File: config.mk
export PLATFORM = sky130hd
export DESIGN_NAME = sicl_servo_io
export DESIGN_NICKNAME = d
export VERILOG_FILES = /design/src/common/sicl_pkg.sv /design/src/rtl/sicl_servo_io.sv
export SDC_FILE = /design/constraint.sdc
export NUM_CORES = 1
export LEC_CHECK = 0
export BUFFER_PORTS_ARGS = -buffer_cell sky130_fd_sc_hd__buf_2
export CAP_MARGIN = 20
export CORE_MARGIN = 3
export CORE_UTILIZATION = 50
export CTS_CLUSTER_SIZE = 40
export DETAILED_ROUTE_END_ITERATION = 16
export PLACE_DENSITY = 0.67
export SYNTH_ARGS = -nofsm -noshare
export SYNTH_HDL_FRONTEND = slang
export SYNTH_SLANG_ARGS = --single-unit
File: constraint.sdc
create_clock -name core_clk -period 7.3 [get_ports core_clk]
set_input_delay 0.365 -clock core_clk [delete_from_list [all_inputs] [get_ports core_clk]]
set_output_delay 0.365 -clock core_clk [all_outputs]
set_load 0.02 [all_outputs]
File: src/common/sicl_pkg.sv
// Constants and types of the servo I/O condition block.
// Assumes a 125 MHz core clock; setting times below are in milliseconds, the clock constants in picoseconds.
package sicl_pkg;

  // ****************************************************************
  // Timing
  // ****************************************************************
  localparam int unsigned CLK_PERIOD_PS = 8000;
  localparam int unsigned MS_PS         = 1000000000;
  localparam int unsigned MS_CYCLES     = MS_PS / CLK_PERIOD_PS;

  // ****************************************************************
  // Register indices (word addresses on the register port)
  // ****************************************************************
  localparam int          AW          = 5;
  localparam int          DW          = 16;
  localparam int          NIN         = 6;
  localparam int          NFN         = 4;
  localparam logic [4:0]  IDX_CTRL    = 5'h00;
  localparam logic [4:0]  IDX_OUT3    = 5'h01;
  localparam logic [4:0]  IDX_BD      = 5'h02;
  localparam logic [4:0]  IDX_BE      = 5'h03;
  localparam logic [4:0]  IDX_HX      = 5'h04;
  localparam logic [4:0]  IDX_FI1     = 5'h05;
  localparam logic [4:0]  IDX_PD      = 5'h0b;
  localparam logic [4:0]  IDX_PE      = 5'h0c;
  localparam logic [4:0]  IDX_ZV      = 5'h0d;
  localparam logic [4:0]  IDX_VR      = 5'h0e;
  localparam logic [4:0]  IDX_IRQ_STS = 5'h0f;
  localparam logic [4:0]  IDX_IRQ_MSK = 5'h10;
  localparam logic [4:0]  IDX_STATE   = 5'h11;
  localparam logic [4:0]  IDX_FN1     = 5'h12;

  // ****************************************************************
  // Reset values and legal ranges (speeds in 0.1 rps)
  // ****************************************************************
  localparam logic [15:0] BD_RST   = 16'h00c8;
  localparam logic [15:0] BE_RST   = 16'h00c8;
  localparam logic [15:0] HX_RST   = 16'h0004;
  localparam logic [15:0] FI_RST   = 16'h0002;
  localparam logic [15:0] PD_RST   = 16'h0028;
  localparam logic [15:0] PE_RST   = 16'h000a;
  localparam logic [15:0] ZV_RST   = 16'h0005;
  localparam logic [15:0] VR_RST   = 16'h0001;
  localparam logic [15:0] DLY_MAX  = 16'h7d00;
  localparam logic [15:0] FI_MAX   = 16'h1f40;
  localparam logic [15:0] PE_MAX   = 16'h7530;
  localparam logic [15:0] PD_MAX   = 16'h7d00;
  localparam logic [15:0] ZV_MIN   = 16'h0001;
  localparam logic [15:0] ZV_MAX   = 16'h0014;
  localparam logic [15:0] VR_MAX   = 16'h03e8;
  localparam logic [15:0] OUT3_GP  = 16'h0000;
  localparam logic [15:0] OUT3_BRK = 16'h0005;
  localparam logic [15:0] FN_HOME  = 16'h0010;
  localparam logic [15:0] FN_RST   = 16'h0000;

  // ****************************************************************
  // Interrupt bit positions
  // ****************************************************************
  localparam int IRQ_W          = 4;
  localparam int IRQ_STANDSTILL = 0;
  localparam int IRQ_VMATCH     = 1;
  localparam int IRQ_INPOS      = 2;
  localparam int IRQ_INCHG      = 3;

  typedef enum logic [1:0] {ST_OFF, ST_RELEASE, ST_RUN, ST_APPLY} sicl_brake_state_t;

  typedef struct packed {
    logic in_position;
    logic velocity_match;
    logic standstill;
  } sicl_flags_t;

endpackage

File: src/rtl/sicl_servo_io.sv
// Servo I/O condition logic: brake sequencing, input filters, home sensor
// monitor, standstill / velocity match / in-position flags, interrupts.
// Assumes speed, position error and enable request come from logic on
// core_clk; digital input pins are asynchronous.
//
// The address-and-strobe port and the address map were left to the implementer.
`timescale 1ns/1ps
module sicl_servo_io #(
  parameter int unsigned MS_CYCLES = sicl_pkg::MS_CYCLES,
  parameter int          NIN       = sicl_pkg::NIN
) (
  // Clock and reset
  input  wire logic                     core_clk,
  input  wire logic                     rst_n,
  input  wire logic                     clk_en,
  // Register port
  input  wire logic [sicl_pkg::AW-1:0]  reg_addr,
  input  wire logic [sicl_pkg::DW-1:0]  reg_wdata,
  input  wire logic                     reg_wr,
  input  wire logic                     reg_rd,
  output logic      [sicl_pkg::DW-1:0]  reg_rdata_ff,
  // Motion controller side
  input  wire logic                     enable_req,
  input  wire logic signed [15:0]       speed_act,
  input  wire logic signed [15:0]       speed_cmd,
  input  wire logic signed [15:0]       pos_err,
  output logic                          motion_permit_ff,
  output logic                          motor_enable_ff,
  output sicl_pkg::sicl_flags_t         flags_ff,
  // Pins
  input  wire logic [NIN-1:0]           din_pins,
  output logic      [NIN-1:0]           din_filt_ff,
  output logic                          brake_release_ff,
  output logic                          dout3_ff,
  output logic                          irq_ff
);

  localparam int PW = $clog2(MS_CYCLES + 1);

  // ****************************************************************
  // Millisecond timebase
  // ****************************************************************
  logic [PW-1:0] pre_ff;
  wire           ms_tick = (pre_ff == PW'(MS_CYCLES - 1));

  always_ff @(posedge core_clk)
    if (!rst_n)
      pre_ff <= '0;
    else if (clk_en)
      pre_ff <= ms_tick ? '0 : pre_ff + PW'(1);

  // ****************************************************************
  // Register file
  // ****************************************************************
  logic                        gp_out_ff;
  logic [15:0]                 out3_sel_ff;
  logic [15:0]                 bd_ff;
  logic [15:0]                 be_ff;
  logic [15:0]                 hx_ff;
  logic [15:0]                 deb_time_ff [NIN];
  logic [15:0]                 pd_ff;
  logic [15:0]                 pe_ff;
  logic [15:0]                 zv_ff;
  logic [15:0]                 vr_ff;
  logic [15:0]                 fn_sel_ff [sicl_pkg::NFN];
  logic [sicl_pkg::IRQ_W-1:0]  sts_ff;
  logic [sicl_pkg::IRQ_W-1:0]  msk_ff;
  logic [sicl_pkg::IRQ_W-1:0]  irq_set;
  sicl_pkg::sicl_brake_state_t state_ff;

  // Out-of-range writes are dropped so the stored setting stays legal
  wire wr_ctrl = reg_wr && (reg_addr == sicl_pkg::IDX_CTRL);
  wire wr_out3 = reg_wr && (reg_addr == sicl_pkg::IDX_OUT3)
                 && (reg_wdata == sicl_pkg::OUT3_GP || reg_wdata == sicl_pkg::OUT3_BRK);
  wire wr_bd   = reg_wr && (reg_addr == sicl_pkg::IDX_BD) && (reg_wdata <= sicl_pkg::DLY_MAX);
  wire wr_be   = reg_wr && (reg_addr == sicl_pkg::IDX_BE) && (reg_wdata <= sicl_pkg::DLY_MAX);
  wire wr_pd   = reg_wr && (reg_addr == sicl_pkg::IDX_PD) && (reg_wdata <= sicl_pkg::PD_MAX);
  wire wr_pe   = reg_wr && (reg_addr == sicl_pkg::IDX_PE) && (reg_wdata <= sicl_pkg::PE_MAX);
  wire wr_zv   = reg_wr && (reg_addr == sicl_pkg::IDX_ZV)
                 && (reg_wdata >= sicl_pkg::ZV_MIN) && (reg_wdata <= sicl_pkg::ZV_MAX);
  wire wr_vr   = reg_wr && (reg_addr == sicl_pkg::IDX_VR) && (reg_wdata <= sicl_pkg::VR_MAX);
  wire wr_sts  = reg_wr && (reg_addr == sicl_pkg::IDX_IRQ_STS);
  wire wr_msk  = reg_wr && (reg_addr == sicl_pkg::IDX_IRQ_MSK);
  wire fi_ok   = reg_wdata <= sicl_pkg::FI_MAX;

  always_ff @(posedge core_clk)
    if (!rst_n)
    begin
      gp_out_ff   <= 1'b0;
      out3_sel_ff <= sicl_pkg::OUT3_GP;
      bd_ff       <= sicl_pkg::BD_RST;
      be_ff       <= sicl_pkg::BE_RST;
      pd_ff       <= sicl_pkg::PD_RST;
      pe_ff       <= sicl_pkg::PE_RST;
      zv_ff       <= sicl_pkg::ZV_RST;
      vr_ff       <= sicl_pkg::VR_RST;
      msk_ff      <= '0;
      for (int i = 0; i < NIN; i++)
        deb_time_ff[i] <= sicl_pkg::FI_RST;
      for (int i = 0; i < sicl_pkg::NFN; i++)
        fn_sel_ff[i] <= sicl_pkg::FN_RST;
    end
    else if (clk_en)
    begin
      if (wr_ctrl) gp_out_ff <= reg_wdata[0];
      if (wr_out3) out3_sel_ff <= reg_wdata;
      if (wr_bd) bd_ff <= reg_wdata;
      if (wr_be) be_ff <= reg_wdata;
      if (wr_pd) pd_ff <= reg_wdata;
      if (wr_pe) pe_ff <= reg_wdata;
      if (wr_zv) zv_ff <= reg_wdata;
      if (wr_vr) vr_ff <= reg_wdata;
      if (wr_msk) msk_ff <= reg_wdata[sicl_pkg::IRQ_W-1:0];
      for (int i = 0; i < NIN; i++)
        if (reg_wr && fi_ok && reg_addr == sicl_pkg::IDX_FI1 + 5'(i))
          deb_time_ff[i] <= reg_wdata;
      for (int i = 0; i < sicl_pkg::NFN; i++)
        if (reg_wr && reg_addr == sicl_pkg::IDX_FN1 + 5'(i))
          fn_sel_ff[i] <= reg_wdata;
    end

  // ****************************************************************
  // Home sensor monitor
  // ****************************************************************
  // Lowest-numbered input wins; with none assigned the monitor shows 4.
  // A write to the monitor index is simply not decoded.
  logic [15:0] nxt_hx;
  always_comb
  begin
    nxt_hx = sicl_pkg::HX_RST;
    for (int i = sicl_pkg::NFN - 1; i >= 0; i--)
      if (fn_sel_ff[i] == sicl_pkg::FN_HOME)
        nxt_hx = 16'(i + 1);
  end

  always_ff @(posedge core_clk)
    if (!rst_n)
      hx_ff <= sicl_pkg::HX_RST;
    else if (clk_en)
      hx_ff <= nxt_hx;

  // ****************************************************************
  // Input synchronisers and filters
  // ****************************************************************
  // Filter counts whole ms ticks, so the first tick can come early by
  // up to 1 ms; a setting of 0 passes the input after the synchroniser.
  logic [NIN-1:0] sync1_ff;
  logic [NIN-1:0] sync2_ff;
  logic [15:0]    deb_cnt_ff [NIN];

  always_ff @(posedge core_clk)
    if (!rst_n)
    begin
      sync1_ff    <= '0;
      sync2_ff    <= '0;
      din_filt_ff <= '0;
      for (int i = 0; i < NIN; i++)
        deb_cnt_ff[i] <= '0;
    end
    else if (clk_en)
    begin
      sync1_ff <= din_pins;
      sync2_ff <= sync1_ff;
      for (int i = 0; i < NIN; i++)
        if (sync2_ff[i] == din_filt_ff[i])
          deb_cnt_ff[i] <= '0;
        else if (deb_cnt_ff[i] >= deb_time_ff[i])
        begin
          din_filt_ff[i] <= sync2_ff[i];
          deb_cnt_ff[i]  <= '0;
        end
        else if (ms_tick)
          deb_cnt_ff[i] <= deb_cnt_ff[i] + 16'h0001;
    end

  // ****************************************************************
  // Brake sequencing
  // ****************************************************************
  // A re-enable during the apply delay waits until the motor is off, so
  // the load is never left free between motor and brake.
  logic [15:0]                 brk_cnt_ff;
  logic [15:0]                 nxt_brk_cnt;
  sicl_pkg::sicl_brake_state_t nxt_state;
  logic                        nxt_release;
  logic                        nxt_enable;
  logic                        nxt_permit;

  always_comb
  begin
    nxt_state   = state_ff;
    nxt_brk_cnt = brk_cnt_ff;
    nxt_release = brake_release_ff;
    nxt_enable  = motor_enable_ff;
    nxt_permit  = motion_permit_ff;
    case (state_ff)
      sicl_pkg::ST_OFF:
        if (enable_req)
        begin
          nxt_state   = sicl_pkg::ST_RELEASE;
          nxt_enable  = 1'b1;
          nxt_release = 1'b1;
          nxt_brk_cnt = '0;
        end
      sicl_pkg::ST_RELEASE:
        if (!enable_req)
        begin
          nxt_state   = sicl_pkg::ST_APPLY;
          nxt_release = 1'b0;
          nxt_brk_cnt = '0;
        end
        else if (brk_cnt_ff >= bd_ff)
        begin
          nxt_state  = sicl_pkg::ST_RUN;
          nxt_permit = 1'b1;
        end
        else if (ms_tick)
          nxt_brk_cnt = brk_cnt_ff + 16'h0001;
      sicl_pkg::ST_RUN:
        if (!enable_req)
        begin
          nxt_state   = sicl_pkg::ST_APPLY;
          nxt_release = 1'b0;
          nxt_permit  = 1'b0;
          nxt_brk_cnt = '0;
        end
      sicl_pkg::ST_APPLY:
        if (brk_cnt_ff >= be_ff)
        begin
          nxt_state  = sicl_pkg::ST_OFF;
          nxt_enable = 1'b0;
        end
        else if (ms_tick)
          nxt_brk_cnt = brk_cnt_ff + 16'h0001;
      default:
        nxt_state = sicl_pkg::ST_OFF;
    endcase
  end

  always_ff @(posedge core_clk)
    if (!rst_n)
    begin
      state_ff         <= sicl_pkg::ST_OFF;
      brk_cnt_ff       <= '0;
      brake_release_ff <= 1'b0;
      motor_enable_ff  <= 1'b0;
      motion_permit_ff <= 1'b0;
      dout3_ff         <= 1'b0;
    end
    else if (clk_en)
    begin
      state_ff         <= nxt_state;
      brk_cnt_ff       <= nxt_brk_cnt;
      brake_release_ff <= nxt_release;
      motor_enable_ff  <= nxt_enable;
      motion_permit_ff <= nxt_permit;
      dout3_ff         <= (out3_sel_ff == sicl_pkg::OUT3_BRK) ? nxt_release : gp_out_ff;
    end

  // ****************************************************************
  // Motion condition flags
  // ****************************************************************
  function automatic logic [16:0] sicl_abs17(input logic signed [16:0] v);
    sicl_abs17 = v[16] ? 17'(-v) : 17'(v);
  endfunction

  wire logic [16:0] spd_abs = sicl_abs17(17'(speed_act));
  wire logic [16:0] vdif    = sicl_abs17(17'(speed_act) - 17'(speed_cmd));
  wire logic [16:0] perr    = sicl_abs17(17'(pos_err));
  // No mode input: the same compare holds in every control mode
  wire              cond_ss = spd_abs <= {1'b0, zv_ff};
  wire              cond_vm = vdif <= {1'b0, vr_ff};
  wire              cond_ip = perr <= {1'b0, pd_ff};
  logic [15:0]      qv_cnt_ff;
  logic [15:0]      qp_cnt_ff;

  always_ff @(posedge core_clk)
    if (!rst_n)
    begin
      flags_ff  <= '0;
      qv_cnt_ff <= '0;
      qp_cnt_ff <= '0;
    end
    else if (clk_en)
    begin
      flags_ff.standstill <= cond_ss;
      if (!cond_vm)
      begin
        qv_cnt_ff               <= '0;
        flags_ff.velocity_match <= 1'b0;
      end
      else if (qv_cnt_ff >= pe_ff)
        flags_ff.velocity_match <= 1'b1;
      else if (ms_tick)
        qv_cnt_ff <= qv_cnt_ff + 16'h0001;
      if (!cond_ip)
      begin
        qp_cnt_ff            <= '0;
        flags_ff.in_position <= 1'b0;
      end
      else if (qp_cnt_ff >= pe_ff)
        flags_ff.in_position <= 1'b1;
      else if (ms_tick)
        qp_cnt_ff <= qp_cnt_ff + 16'h0001;
    end

  // ****************************************************************
  // Interrupts and read port
  // ****************************************************************
  assign irq_set[sicl_pkg::IRQ_STANDSTILL] = cond_ss && !flags_ff.standstill;
  assign irq_set[sicl_pkg::IRQ_VMATCH]     = cond_vm && qv_cnt_ff >= pe_ff && !flags_ff.velocity_match;
  assign irq_set[sicl_pkg::IRQ_INPOS]      = cond_ip && qp_cnt_ff >= pe_ff && !flags_ff.in_position;
  assign irq_set[sicl_pkg::IRQ_INCHG]      = |(sync2_ff ^ din_filt_ff);

  wire [sicl_pkg::IRQ_W-1:0] sts_clr = wr_sts ? reg_wdata[sicl_pkg::IRQ_W-1:0] : '0;
  // Set wins over a write-one clear in the same cycle
  wire [sicl_pkg::IRQ_W-1:0] nxt_sts = (sts_ff & ~sts_clr) | irq_set;

  logic [15:0] rd_mux;
  always_comb
  begin
    rd_mux = '0;
    if (reg_addr == sicl_pkg::IDX_CTRL) rd_mux = {15'h0000, gp_out_ff};
    else if (reg_addr == sicl_pkg::IDX_OUT3) rd_mux = out3_sel_ff;
    else if (reg_addr == sicl_pkg::IDX_BD) rd_mux = bd_ff;
    else if (reg_addr == sicl_pkg::IDX_BE) rd_mux = be_ff;
    else if (reg_addr == sicl_pkg::IDX_HX) rd_mux = hx_ff;
    else if (reg_addr >= sicl_pkg::IDX_FI1 && reg_addr < sicl_pkg::IDX_FI1 + 5'(NIN))
      rd_mux = deb_time_ff[3'(reg_addr - sicl_pkg::IDX_FI1)];
    else if (reg_addr == sicl_pkg::IDX_PD) rd_mux = pd_ff;
    else if (reg_addr == sicl_pkg::IDX_PE) rd_mux = pe_ff;
    else if (reg_addr == sicl_pkg::IDX_ZV) rd_mux = zv_ff;
    else if (reg_addr == sicl_pkg::IDX_VR) rd_mux = vr_ff;
    else if (reg_addr == sicl_pkg::IDX_IRQ_STS) rd_mux = 16'(sts_ff);
    else if (reg_addr == sicl_pkg::IDX_IRQ_MSK) rd_mux = 16'(msk_ff);
    else if (reg_addr == sicl_pkg::IDX_STATE)
      rd_mux = {8'h00, 2'(state_ff), motion_permit_ff, motor_enable_ff, brake_release_ff, flags_ff};
    else if (reg_addr >= sicl_pkg::IDX_FN1 && reg_addr < sicl_pkg::IDX_FN1 + 5'(sicl_pkg::NFN))
      rd_mux = fn_sel_ff[2'(reg_addr - sicl_pkg::IDX_FN1)];
  end

  always_ff @(posedge core_clk)
    if (!rst_n)
    begin
      sts_ff       <= '0;
      irq_ff       <= 1'b0;
      reg_rdata_ff <= '0;
    end
    else if (clk_en)
    begin
      sts_ff       <= nxt_sts;
      irq_ff       <= |(nxt_sts & msk_ff);
      reg_rdata_ff <= reg_rd ? rd_mux : '0;
    end

  // ****************************************************************
  // Assertions
  // ****************************************************************
  a_motion_needs_brake: assert property (@(posedge core_clk) disable iff (!rst_n)
    motion_permit_ff |-> brake_release_ff && motor_enable_ff)
    else $error("Motion permitted with brake applied or motor off");
  a_release_delay_met: assert property (@(posedge core_clk) disable iff (!rst_n)
    $rose(motion_permit_ff) |-> $past(brk_cnt_ff) >= $past(bd_ff))
    else $error("Motion permitted before release delay");
  a_disable_after_apply: assert property (@(posedge core_clk) disable iff (!rst_n)
    $fell(motor_enable_ff) |-> !brake_release_ff && !$past(brake_release_ff) && $past(brk_cnt_ff) >= $past(be_ff))
    else $error("Motor disabled before brake delay");
  a_load_held: assert property (@(posedge core_clk) disable iff (!rst_n)
    !motor_enable_ff |-> !brake_release_ff)
    else $error("Load free: brake released with motor off");
  a_home_mon_range: assert property (@(posedge core_clk) disable iff (!rst_n)
    hx_ff >= 16'h0001 && hx_ff <= 16'h0004)
    else $error("Home monitor out of range");
  a_out3_code_legal: assert property (@(posedge core_clk) disable iff (!rst_n)
    out3_sel_ff == sicl_pkg::OUT3_GP || out3_sel_ff == sicl_pkg::OUT3_BRK)
    else $error("Illegal output three code");
  a_standstill_set: assert property (@(posedge core_clk) disable iff (!rst_n)
    clk_en && spd_abs <= {1'b0, zv_ff} |=> flags_ff.standstill)
    else $error("Standstill flag missing inside window");
  a_standstill_clear: assert property (@(posedge core_clk) disable iff (!rst_n)
    clk_en && spd_abs > {1'b0, zv_ff} |=> !flags_ff.standstill)
    else $error("Standstill flag set outside window");
  a_vmatch_qualified: assert property (@(posedge core_clk) disable iff (!rst_n)
    $rose(flags_ff.velocity_match) |-> $past(cond_vm) && $past(qv_cnt_ff) >= $past(pe_ff))
    else $error("Velocity match before qualification time");
  a_vmatch_drop: assert property (@(posedge core_clk) disable iff (!rst_n)
    clk_en && !cond_vm |=> !flags_ff.velocity_match && qv_cnt_ff == 16'h0000)
    else $error("Velocity match kept after condition lost");
  a_filter_hold: assert property (@(posedge core_clk) disable iff (!rst_n)
    $changed(din_filt_ff[0]) |-> $past(deb_cnt_ff[0]) >= $past(deb_time_ff[0]))
    else $error("Input passed before filter time");

endmodule

Word-level counts from Yosys, hierarchy flattened
Memories as Yosys holds them, arrays and structs flattened.
Index checks and enable logic that the tools add are counted.
{"block": "word_totals", "regBits": 246, "ram_bits": 256, "word_cells": 446, "memories": 3}
{"memory": "deb_cnt_ff", "depth": 6, "word_bits": 16, "read_ports": 6, "rd_clocked_by_memory_dff": 0, "write_ports": 6, "line": "sicl_servo_io.sv:149", "rtl": "logic [15:0] deb_cnt_ff [NIN];"}
{"memory": "deb_time_ff", "depth": 6, "word_bits": 16, "read_ports": 7, "rd_clocked_by_memory_dff": 0, "write_ports": 6, "line": "sicl_servo_io.sv:60", "rtl": "logic [15:0] deb_time_ff [NIN];"}
{"memory": "fn_sel_ff", "depth": 4, "word_bits": 16, "read_ports": 4, "rd_clocked_by_memory_dff": 0, "write_ports": 4, "line": "sicl_servo_io.sv:65", "rtl": "logic [15:0] fn_sel_ff [sicl_pkg::NFN];"}
{"block": "classes", "add_sub_neg": 16, "n_lt_le_gt_ge": 23, "n_eq_ne": 50, "muxes": 211, "bitwise": 39, "n_reduce_logical": 71}
{"operator": "$mux 16", "n": 57}
{"operator": "$ge 16x16->1", "n": 10}
{"operator": "$add 16x1->16 const B", "n": 9}
{"operator": "$mux 1", "n": 138}
{"operator": "$mux 17", "n": 4}
{"operator": "$pmux 16 s4", "n": 1}
{"operator": "$le 17x16->1", "n": 3}
{"operator": "$eq 16x5->1 const B", "n": 3}
{"operator": "$eq 5x4->1 const B", "n": 8}
{"operator": "$logic_and 1x1->1", "n": 36}
{"operator": "$neg 16->17", "n": 2}
{"operator": "$eq 16x3->1 const B", "n": 2}
{"operator": "$le 16x15->1 const B", "n": 2}
{"operator": "$eq 5x5->1 const B", "n": 6}
{"operator": "$or 1x1->1", "n": 28}
{"operator": "$reduce_and 3->1", "n": 8}
{"operator": "$reduce_and 2->1", "n": 11}
{"operator": "$eq 5x3->1 const B", "n": 4}
{"operator": "$ne 2x2->1 const B", "n": 10}
{"operator": "$add 17x1->17 const B", "n": 1}
{"operator": "$eq 17x17->1 const B", "n": 1}
{"operator": "$neg 17->17", "n": 1}
{"operator": "$sub 16x16->17", "n": 1}
{"operator": "$ge 16x1->1 const B", "n": 1}
{"operator": "37 further kinds", "n": 63}

Longest topological paths before layout
Gate-level depths: netlist of run 1.
{"block": "logic_depth", "ltp_word": 17, "ltp_mapped": 24}

Least setup slack after synthesis of run 1
No wires, ideal clock.
{"block": "synth_timing", "path_type": "input to register", "startpoint": "in speed_act[0]", "endpoint": "reg qv_cnt_ff[12]", "setup_ns": 0.070, "t_arrival_ns": 4.589, "required_ns": 7.230, "slack_ns": 2.641, "stages": 22, "n_path_buf": 2, "path_cell_list": "inv_1 -> ha_1 -> fa_1 -> nand2b_1 -> a21o_1 -> a311o_4 -> xnor2_1 -> or3_1 -> o31ai_1 -> xor2_1 -> ha_1 -> nand4_1 -> or2_2 -> nor3_1 -> a41oi_1 -> o211ai_1 -> o41ai_1 -> a31oi_4 -> buf_6 -> buf_8 -> o31ai_1 -> a21oi_1"}
{"block": "synth_via", "elab_chain_len": 6}
{"item": "from (decl)", "line": "sicl_servo_io.sv:24", "rtl": "input wire logic signed [15:0] speed_act,"}
{"item": "$sub 16x16->17 *", "line": "sicl_servo_io.sv:267", "rtl": "wire logic [16:0] vdif = sicl_abs17(17'(speed_act) - 17'(speed_cmd));"}
{"item": "$neg 17->17", "line": "sicl_servo_io.sv:263", "rtl": "sicl_abs17 = v[16] ? 17'(-v) : 17'(v);"}
{"item": "$mux 17 *", "line": "sicl_servo_io.sv:263"}
{"item": "$le 17x16->1 *", "line": "sicl_servo_io.sv:271", "rtl": "wire cond_vm = vdif <= {1'b0, vr_ff};"}
{"item": "$ne 2x2->1 (no source line)"}
{"item": "$reduce_and 3->1 (no source line)"}
{"item": "to (signal assigned)", "line": "sicl_servo_io.sv:294", "rtl": "qv_cnt_ff <= qv_cnt_ff + 16'h0001;"}
{"item": "to (decl)", "line": "sicl_servo_io.sv:273", "rtl": "logic [15:0] qv_cnt_ff;"}
Mark *: on every way between the ends. The rest lies on a longest branch, timed or not.
A chain may end at the register's enable or synchronous reset.

Worst setup path in the final report of run 1
{"block": "layout_timing", "startpoint": "in speed_act[0]", "endpoint": "reg qv_cnt_ff[15]"}
The elaborated chain is that of the path after synthesis.

==> impl_metrics.toml, run 1 <==
[sta]
slew_viol_final = 0
fin_crit_sh_pct = 67.7
hold_viol_final = 0
finalSetupViolCount = 0
max_freq_ghz = 0.202
slew_headroom_pct = 22.3
clock_skew_ns = 0.0192
rsz0062_at_grt = "false"
tightest_slew_ns = 1.16
holdWs_ns = 0.153
fin_tns_setup_ns = 0
fin_crit_ns = 4.95

[drt]
ant_nets = 0
wirelength_um = 86700
firstDrtPassIters = 6
dr.max_layer_used = "met5"
met2_length_um = 41000
wl_per_cell_um = 21.6
viasPerCell = 6.00
met1_length_um = 35600
drt_iter0_drc = 2382
vias = 24100
drc = 0
wl_met3_um = 6730

[global_route]
antenna_found_initial = 9
grt_overflow = 0
grt_pass1_vias = 23400
grt_max_degree = 84
grt_usage_pct = 26.8
grt_first_pass_wirelength_um = 133000

[floorplan]
die_w_um = 250
die_area_um2 = 62700
io_pins = 111
die_h_um = 250
rows = 88
initial_core_util_pct = 51.2
core-area_um2 = 58400

[synthesis]
synth.most_common_cell = "nor2_1"
syn_avg_cell_area_um2 = 9.60
synth_edf_count = 256
yosysWarnings = 0
ys_top_cells_by_count = "324 x nor2_1, 256 x edfxtp_1, 246 x ha_1, 245 x inv_1, 233 x dfxtp_1"
ys_async_sr_fraction_pct = 0
synth_cell_types = 92
synth_area_leaders = "edfxtp_1 26%, dfxtp_1 16%, ha_1 10%"
synth-seq-cells = 489
synth_top_area_share_pct = 25.7
synth_ff_type = "edfxtp_1"
netlist_area_um2 = 29900
netlist_instances = 3111
ys_seq_area_share_pct = 41.4
synth_top_area_cell = "edfxtp_1"

[power_and_ir_drop]
power_w = 0.00682
switching_share_pct = 26.8
combinationalPowerShare_pct = 13.6
p_seq_share_pct = 45.2
p_switching_w = 0.00183
powerDensity_nw_per_um2 = 206
clockPowerShare_pct = 41.3
p_int_w = 0.00499
p_leak_nw = 13.9
ir_drop_mv = 0.184

[status]
status = "finished clean"

[clock_network]
cts_setup_buffers = 0
htreeDepth = 2
cts.clk_slew.worst_paths_ns = 0.06
cts_max_path_buffers = 3
cts_buffers = 54
insertion_delay_ns = 0.62
ctsHoldBuffers = 6
cts_resized = 0
cts_tree = "done"
cts_root_buf = "clkbuf_16"
clkSinkCount = 489

[critical_path]
slowest_delay_ns = 0.52
critPathKind = "in -> reg"
crit_slowest_cell = "a31oi_4"
cp-end-kind = "register"
arrival_ns = 5.48
critPathRequiredTime_ns = 7.83
crit_fanout = 24
crit_chain = "buf_2 -> inv_1 -> ha_1 -> fa_1 -> nand2b_1 -> a21o_1 -> a311o_4 -> o31ai_4 -> xor2_2 -> nor4_4 -> nor2_1 -> xor2_1 -> ha_1 -> a2111oi_0 -> o211ai_1 -> o211ai_1 -> o41ai_1 -> a31oi_4 -> o21ai_1 -> a21oi_1"
critPathLaunchType = "input pin"

[layout]
area_delta_synth_final_pct = 10.9
drive_gt1_share_pct = 9.47
layout.nets = 3528

[placement]
routabilityCongestion = 0.922
dpl.hpwl_um = 63800
io_buffers = 110

[run]
drv_cap = 0

[min_path]
hp-class = "in -> reg"
## cell families after synthesis
kind of cell	count (synthesis)	share of synthesized area, %
AO/OA/AOI/OAI	570	13.0
XOR/XNOR	178	5.25
adder cells (fa/ha/maj)	247	10.4
buffers and inverters	380	4.89
flip-flops	489	41.4
multiplexers	146	6.24
other	1	0.0126
AND/OR/NAND/NOR	1100	18.9
## power by group through the flow
stage               logic, W  clock network (W)  registers, W
CTS                 0.000913            0.00285       0.00308
floorplan           0.000632                  0       0.00311
detailed placement  0.000904                  0       0.00314
global route         0.00102            0.00295       0.00309
finish              0.000925            0.00281       0.00308
global placement    0.000874                  0       0.00313
## worst paths after layout
kind | start | to | slack, ns | depth (start not counted)
worst min-delay path | reg_rd | reg_rdata_ff[0] | 0.15 | 3
worst max-delay path | speed_act[0] | qv_cnt_ff[15] | 2.35 | 20
worst max register to register | pre_ff[0] | brk_cnt_ff[10] | 3.67 | 8
worst min register to register | pe_ff[3] | pe_ff[3] | 0.48 | 2
## routing by layer
| layer | vias to the layer above | GRT usage, % |
|---|---|---|
| li1 | 11300 | - |
| met1 | 11600 | 35.0 |
| met2 | 942 | 45.1 |
| met3 | 200 | 4.30 |
| met4 | 6 | 9.64 |
| met5 | - | 0 |
## critical path, delay by kind of cell
kind	cells	cell delay [ns]
AOI/OAI and AO/OA	10	2.95
xor gates and xnor gates	2	0.32
adders and majority gates	3	0.91
buffers and inverters	2	0.16
and+or+nand+nor	3	0.78
## state kept, by name, indices dropped and copies added (netlist names), 4 cells and up
name	count
bd_ff	16
din_filt_ff	6
sync2_ff	6
vr_ff	16
out3_sel_ff	16
reg_rdata_ff	16
pe_ff	16
qp_cnt_ff	16
sync1_ff	6
msk_ff	4
fn_sel_ff	64
be_ff	16
pd_ff	16
deb_time_ff	96
sts_ff	4
pre_ff	17
qv_cnt_ff	16
zv_ff	16
brk_cnt_ff	16
deb_cnt_ff	96
## cells in the final DEF, fill, tap and decap left out, types with 49 or more instances in the layout
| cell | synthesis | routed |
|---|---|---|
| nand3_1 | 112 | 112 |
| and2_1 | 166 | 166 |
| a21o_1 | 66 | 66 |
| mux2i_1 | 113 | 113 |
| nand4_1 | 49 | 49 |
| nand2_1 | 174 | 174 |
| a21oi_1 | 108 | 108 |
| edfxtp_1 | 256 | 256 |
| and3_1 | 56 | 56 |
| xnor2_1 | 82 | 82 |
| buf_2 | 12 | 110 |
| clkbuf_16 | 0 | 59 |
| o21ai_0 | 131 | 120 |
| ha_1 | 246 | 246 |
| nor2_1 | 324 | 324 |
| dfxtp_1 | 233 | 233 |
| xor2_1 | 95 | 94 |
| inv_1 | 245 | 244 |
## metrics by stage
| stage | instances | util, % | setup WS, ns | area (um2) |
|---|---|---|---|---|
| after floorplan | 3128 | - | 2.64 | 29900 |
| after global placement | 3897 | 53.4 | 1.85 | 31200 |
| after detailed placement | 3898 | 53.4 | 1.74 | 31200 |
| after CTS | 4003 | 56.6 | 2.36 | 33100 |
| after global routing | 4010 | 56.7 | 1.93 | 33100 |
| final | 4013 | 56.7 | 2.35 | 33100 |
## cell type report
class / count / area, um2
fillers: 5095 / 25300
multi-input cells: 2259 / 16200
flip-flops and latches: 489 / 12400
clock buffers: 84 / 1680
well taps: 765 / 957
inverters: 245 / 921
repair buffers: 151 / 885
clock inverters: 15 / 134
diodes: 5 / 12.5
(Power assumes the default switching activity.)
==> inputs of run 2 (changes only) <==
PLACE_DENSITY = 0.69   (was 0.67)
clock period = 4.4 ns   (was 7.3 ns; I/O delays follow)
==> run 2 against run 1 <==
Compared with the run above: via count is 2.1% higher; critical endpoint is now qv_cnt_ff[9]; setup slack worse by 2.3 ns; final area increased by 2.9%; global-route usage rose by 0.67 points; hold slack worse by 0.099 ns; flip-flop and latch count stayed put; die area unchanged; utilization increased by 1.6 points.
==> impl_metrics.toml, run 2 (synthesized netlist as in run 1, its figures left out) <==
[status]
status = "finished clean"

[critical_path]
crit_fanout = 6
path_buf_inv = 5
cp-end-kind = "register"
crit_top_cell = "buf_4"
critPathKind = "in -> reg"
crit_chain = "buf_8 -> inv_6 -> ha_4 -> fa_2 -> nand2b_4 -> a21o_1 -> a311o_4 -> xnor2_2 -> buf_4 -> buf_4 -> nor4_1 -> nor2_1 -> xor2_1 -> ha_1 -> nand4_1 -> or2_2 -> a211oi_2 -> o211ai_1 -> o41ai_2 -> a31oi_4 -> buf_12 -> or4_1 -> a21oi_2"
critPathRequiredTime_ns = 4.95
arrival_ns = 4.93
crit_slowest_cell = "or4_1"
cpLargestDelayFamily = "simple AND/OR/NAND/NOR gates"
critPathLaunchType = "input pin"
slowest_delay_ns = 0.55

[global_route]
grt_overflow = 0
antenna_found_initial = 5
grt_pass1_vias = 24500
grt_usage_pct = 27.5
grt_first_pass_wirelength_um = 137000
grt_max_degree = 65

[floorplan]
die_h_um = 250
die_area_um2 = 62700
core-area_um2 = 58400
die_w_um = 250
rows = 88
io_pins = 111
initial_core_util_pct = 51.2

[clock_network]
clkSinkCount = 489
cts_root_buf = "clkbuf_16"
cts_tree = "done"
insertion_delay_ns = 0.62
cts_buffers = 55
cts.clk_slew.worst_paths_ns = 0.06
htreeDepth = 2
cts_max_path_buffers = 3

[layout]
layout.nets = 3620
top_regs = "deb_cnt_ff x96, deb_time_ff x96, fn_sel_ff x64"
stdcell_area_um2 = 34100
mostFrequentLayoutCells = "324 x nor2_1, 256 x edfxtp_1, 244 x ha_1"
drive_gt1_share_pct = 12.7
final_cells = 4106
area_delta_synth_final_pct = 14.1
final_common_cell = "nor2_1"

[drt]
ant_nets = 0
viasPerCell = 5.99
drc = 0
wl_per_cell_um = 21.6
vias = 24600
firstDrtPassIters = 6
wirelength_um = 88900
drt_iter0_drc = 2296

[min_path]
hp-class = "in -> reg"

[sta]
clock_skew_ns = 0.0317
fin_tns_setup_ns = 0
fin_crit_ns = 4.38
max_freq_ghz = 0.228
slew_headroom_pct = 30.2
fin_crit_sh_pct = 99.6
tightest_slew_ns = 1.04
finalSetupViolCount = 0
slew_viol_final = 0
worst_slack_ns = 0.0166
hold_viol_final = 0
rsz0062_at_grt = "true"

[placement]
pre_cts_ws_ns = -0.628
dpl.hpwl_um = 65700
place_inst = 3982
routabilityCongestion = 0.956
io_buffers = 110
placed_cell_area_um2 = 31800

[power_and_ir_drop]
p_leak_nw = 14.3
powerDensity_nw_per_um2 = 339
ir_drop_mv = 0.344

[run]
drv_cap = 0
## run 2: cell types whose count changed in the layout (fill, tap and decap cells not counted), sizes merged
cell / before / now
clkbuf: 84 / 87
diode: 5 / 4
inv: 247 / 246
dlygate4sd3: 6 / 8
clkinv: 11 / 12
bufinv: 2 / 4
buf: 145 / 232
## run 2: repair_timing
item,CTS,global route
resized for setup,0,40
setup buffers,0,6
setup endpoints to repair,0,14
hold buffers,8,0
hold endpoints to repair,8,0
## run 2: where the power goes
group	internal (W)	switching [W]
registers	0.00496	0.000154
logic	0.000740	0.00104
clock network	0.00277	0.00188
## run 2: worst register-to-register path, stage by stage (launching register included)
cell	delay, ns
dfxtp_1	0.39
inv_1	0.13
ha_1	0.29
nand2b_1	0.14
a21o_1	0.18
a21o_1	0.17
a21oi_1	0.16
o21ai_0	0.16
a221o_1	0.38
or3_1	0.57
or4_1	0.56
mux2i_1	0.13
## run 2: routing by layer
layer / track usage (%) / vias up / wire length (um)
li1: - / 11500 / -
met1: 35.8 / 11900 / 36600
met2: 45.7 / 953 / 41700
met3: 4.06 / 212 / 6730
met4: 11.6 / 6 / 3750
met5: 0 / - / 42
## run 2: worst paths after layout
path / cells past startpoint / slack [ns] / startpoint / to
min: 3 / 0.05 / enable_req / motion_permit_ff
min reg2reg: 1 / 0.49 / zv_ff[12] / zv_ff[12]
max reg2reg: 11 / 1.04 / brk_cnt_ff[0] / brk_cnt_ff[10]
max: 23 / 0.02 / speed_act[0] / qv_cnt_ff[9]
## run 2: stage by stage
| step | total power, W | utilization (%) | hold WS (ns) |
|---|---|---|---|
| floorplan | 0.00621 | - | 0.367 |
| global placement | 0.00678 | 54.5 | 0.455 |
| detailed placement | 0.00684 | 54.6 | 0.471 |
| CTS | 0.0115 | 57.8 | 0.0176 |
| global route | 0.0120 | 58.3 | 0.0587 |
| finish | 0.0115 | 58.4 | 0.0540 |
## run 2: area by class of cell
| class | count | area (um2) |
|---|---|---|
| Fill cell | 4993 | 24300 |
| Multi-Input combinational cell | 2259 | 16400 |
| Sequential cell | 489 | 12400 |
| Clock buffer | 85 | 1630 |
| Timing Repair Buffer | 242 | 1630 |
| Tap cell | 765 | 957 |
| Inverter | 245 | 926 |
| Clock inverter | 17 | 194 |
| Antenna cell | 4 | 10.0 |
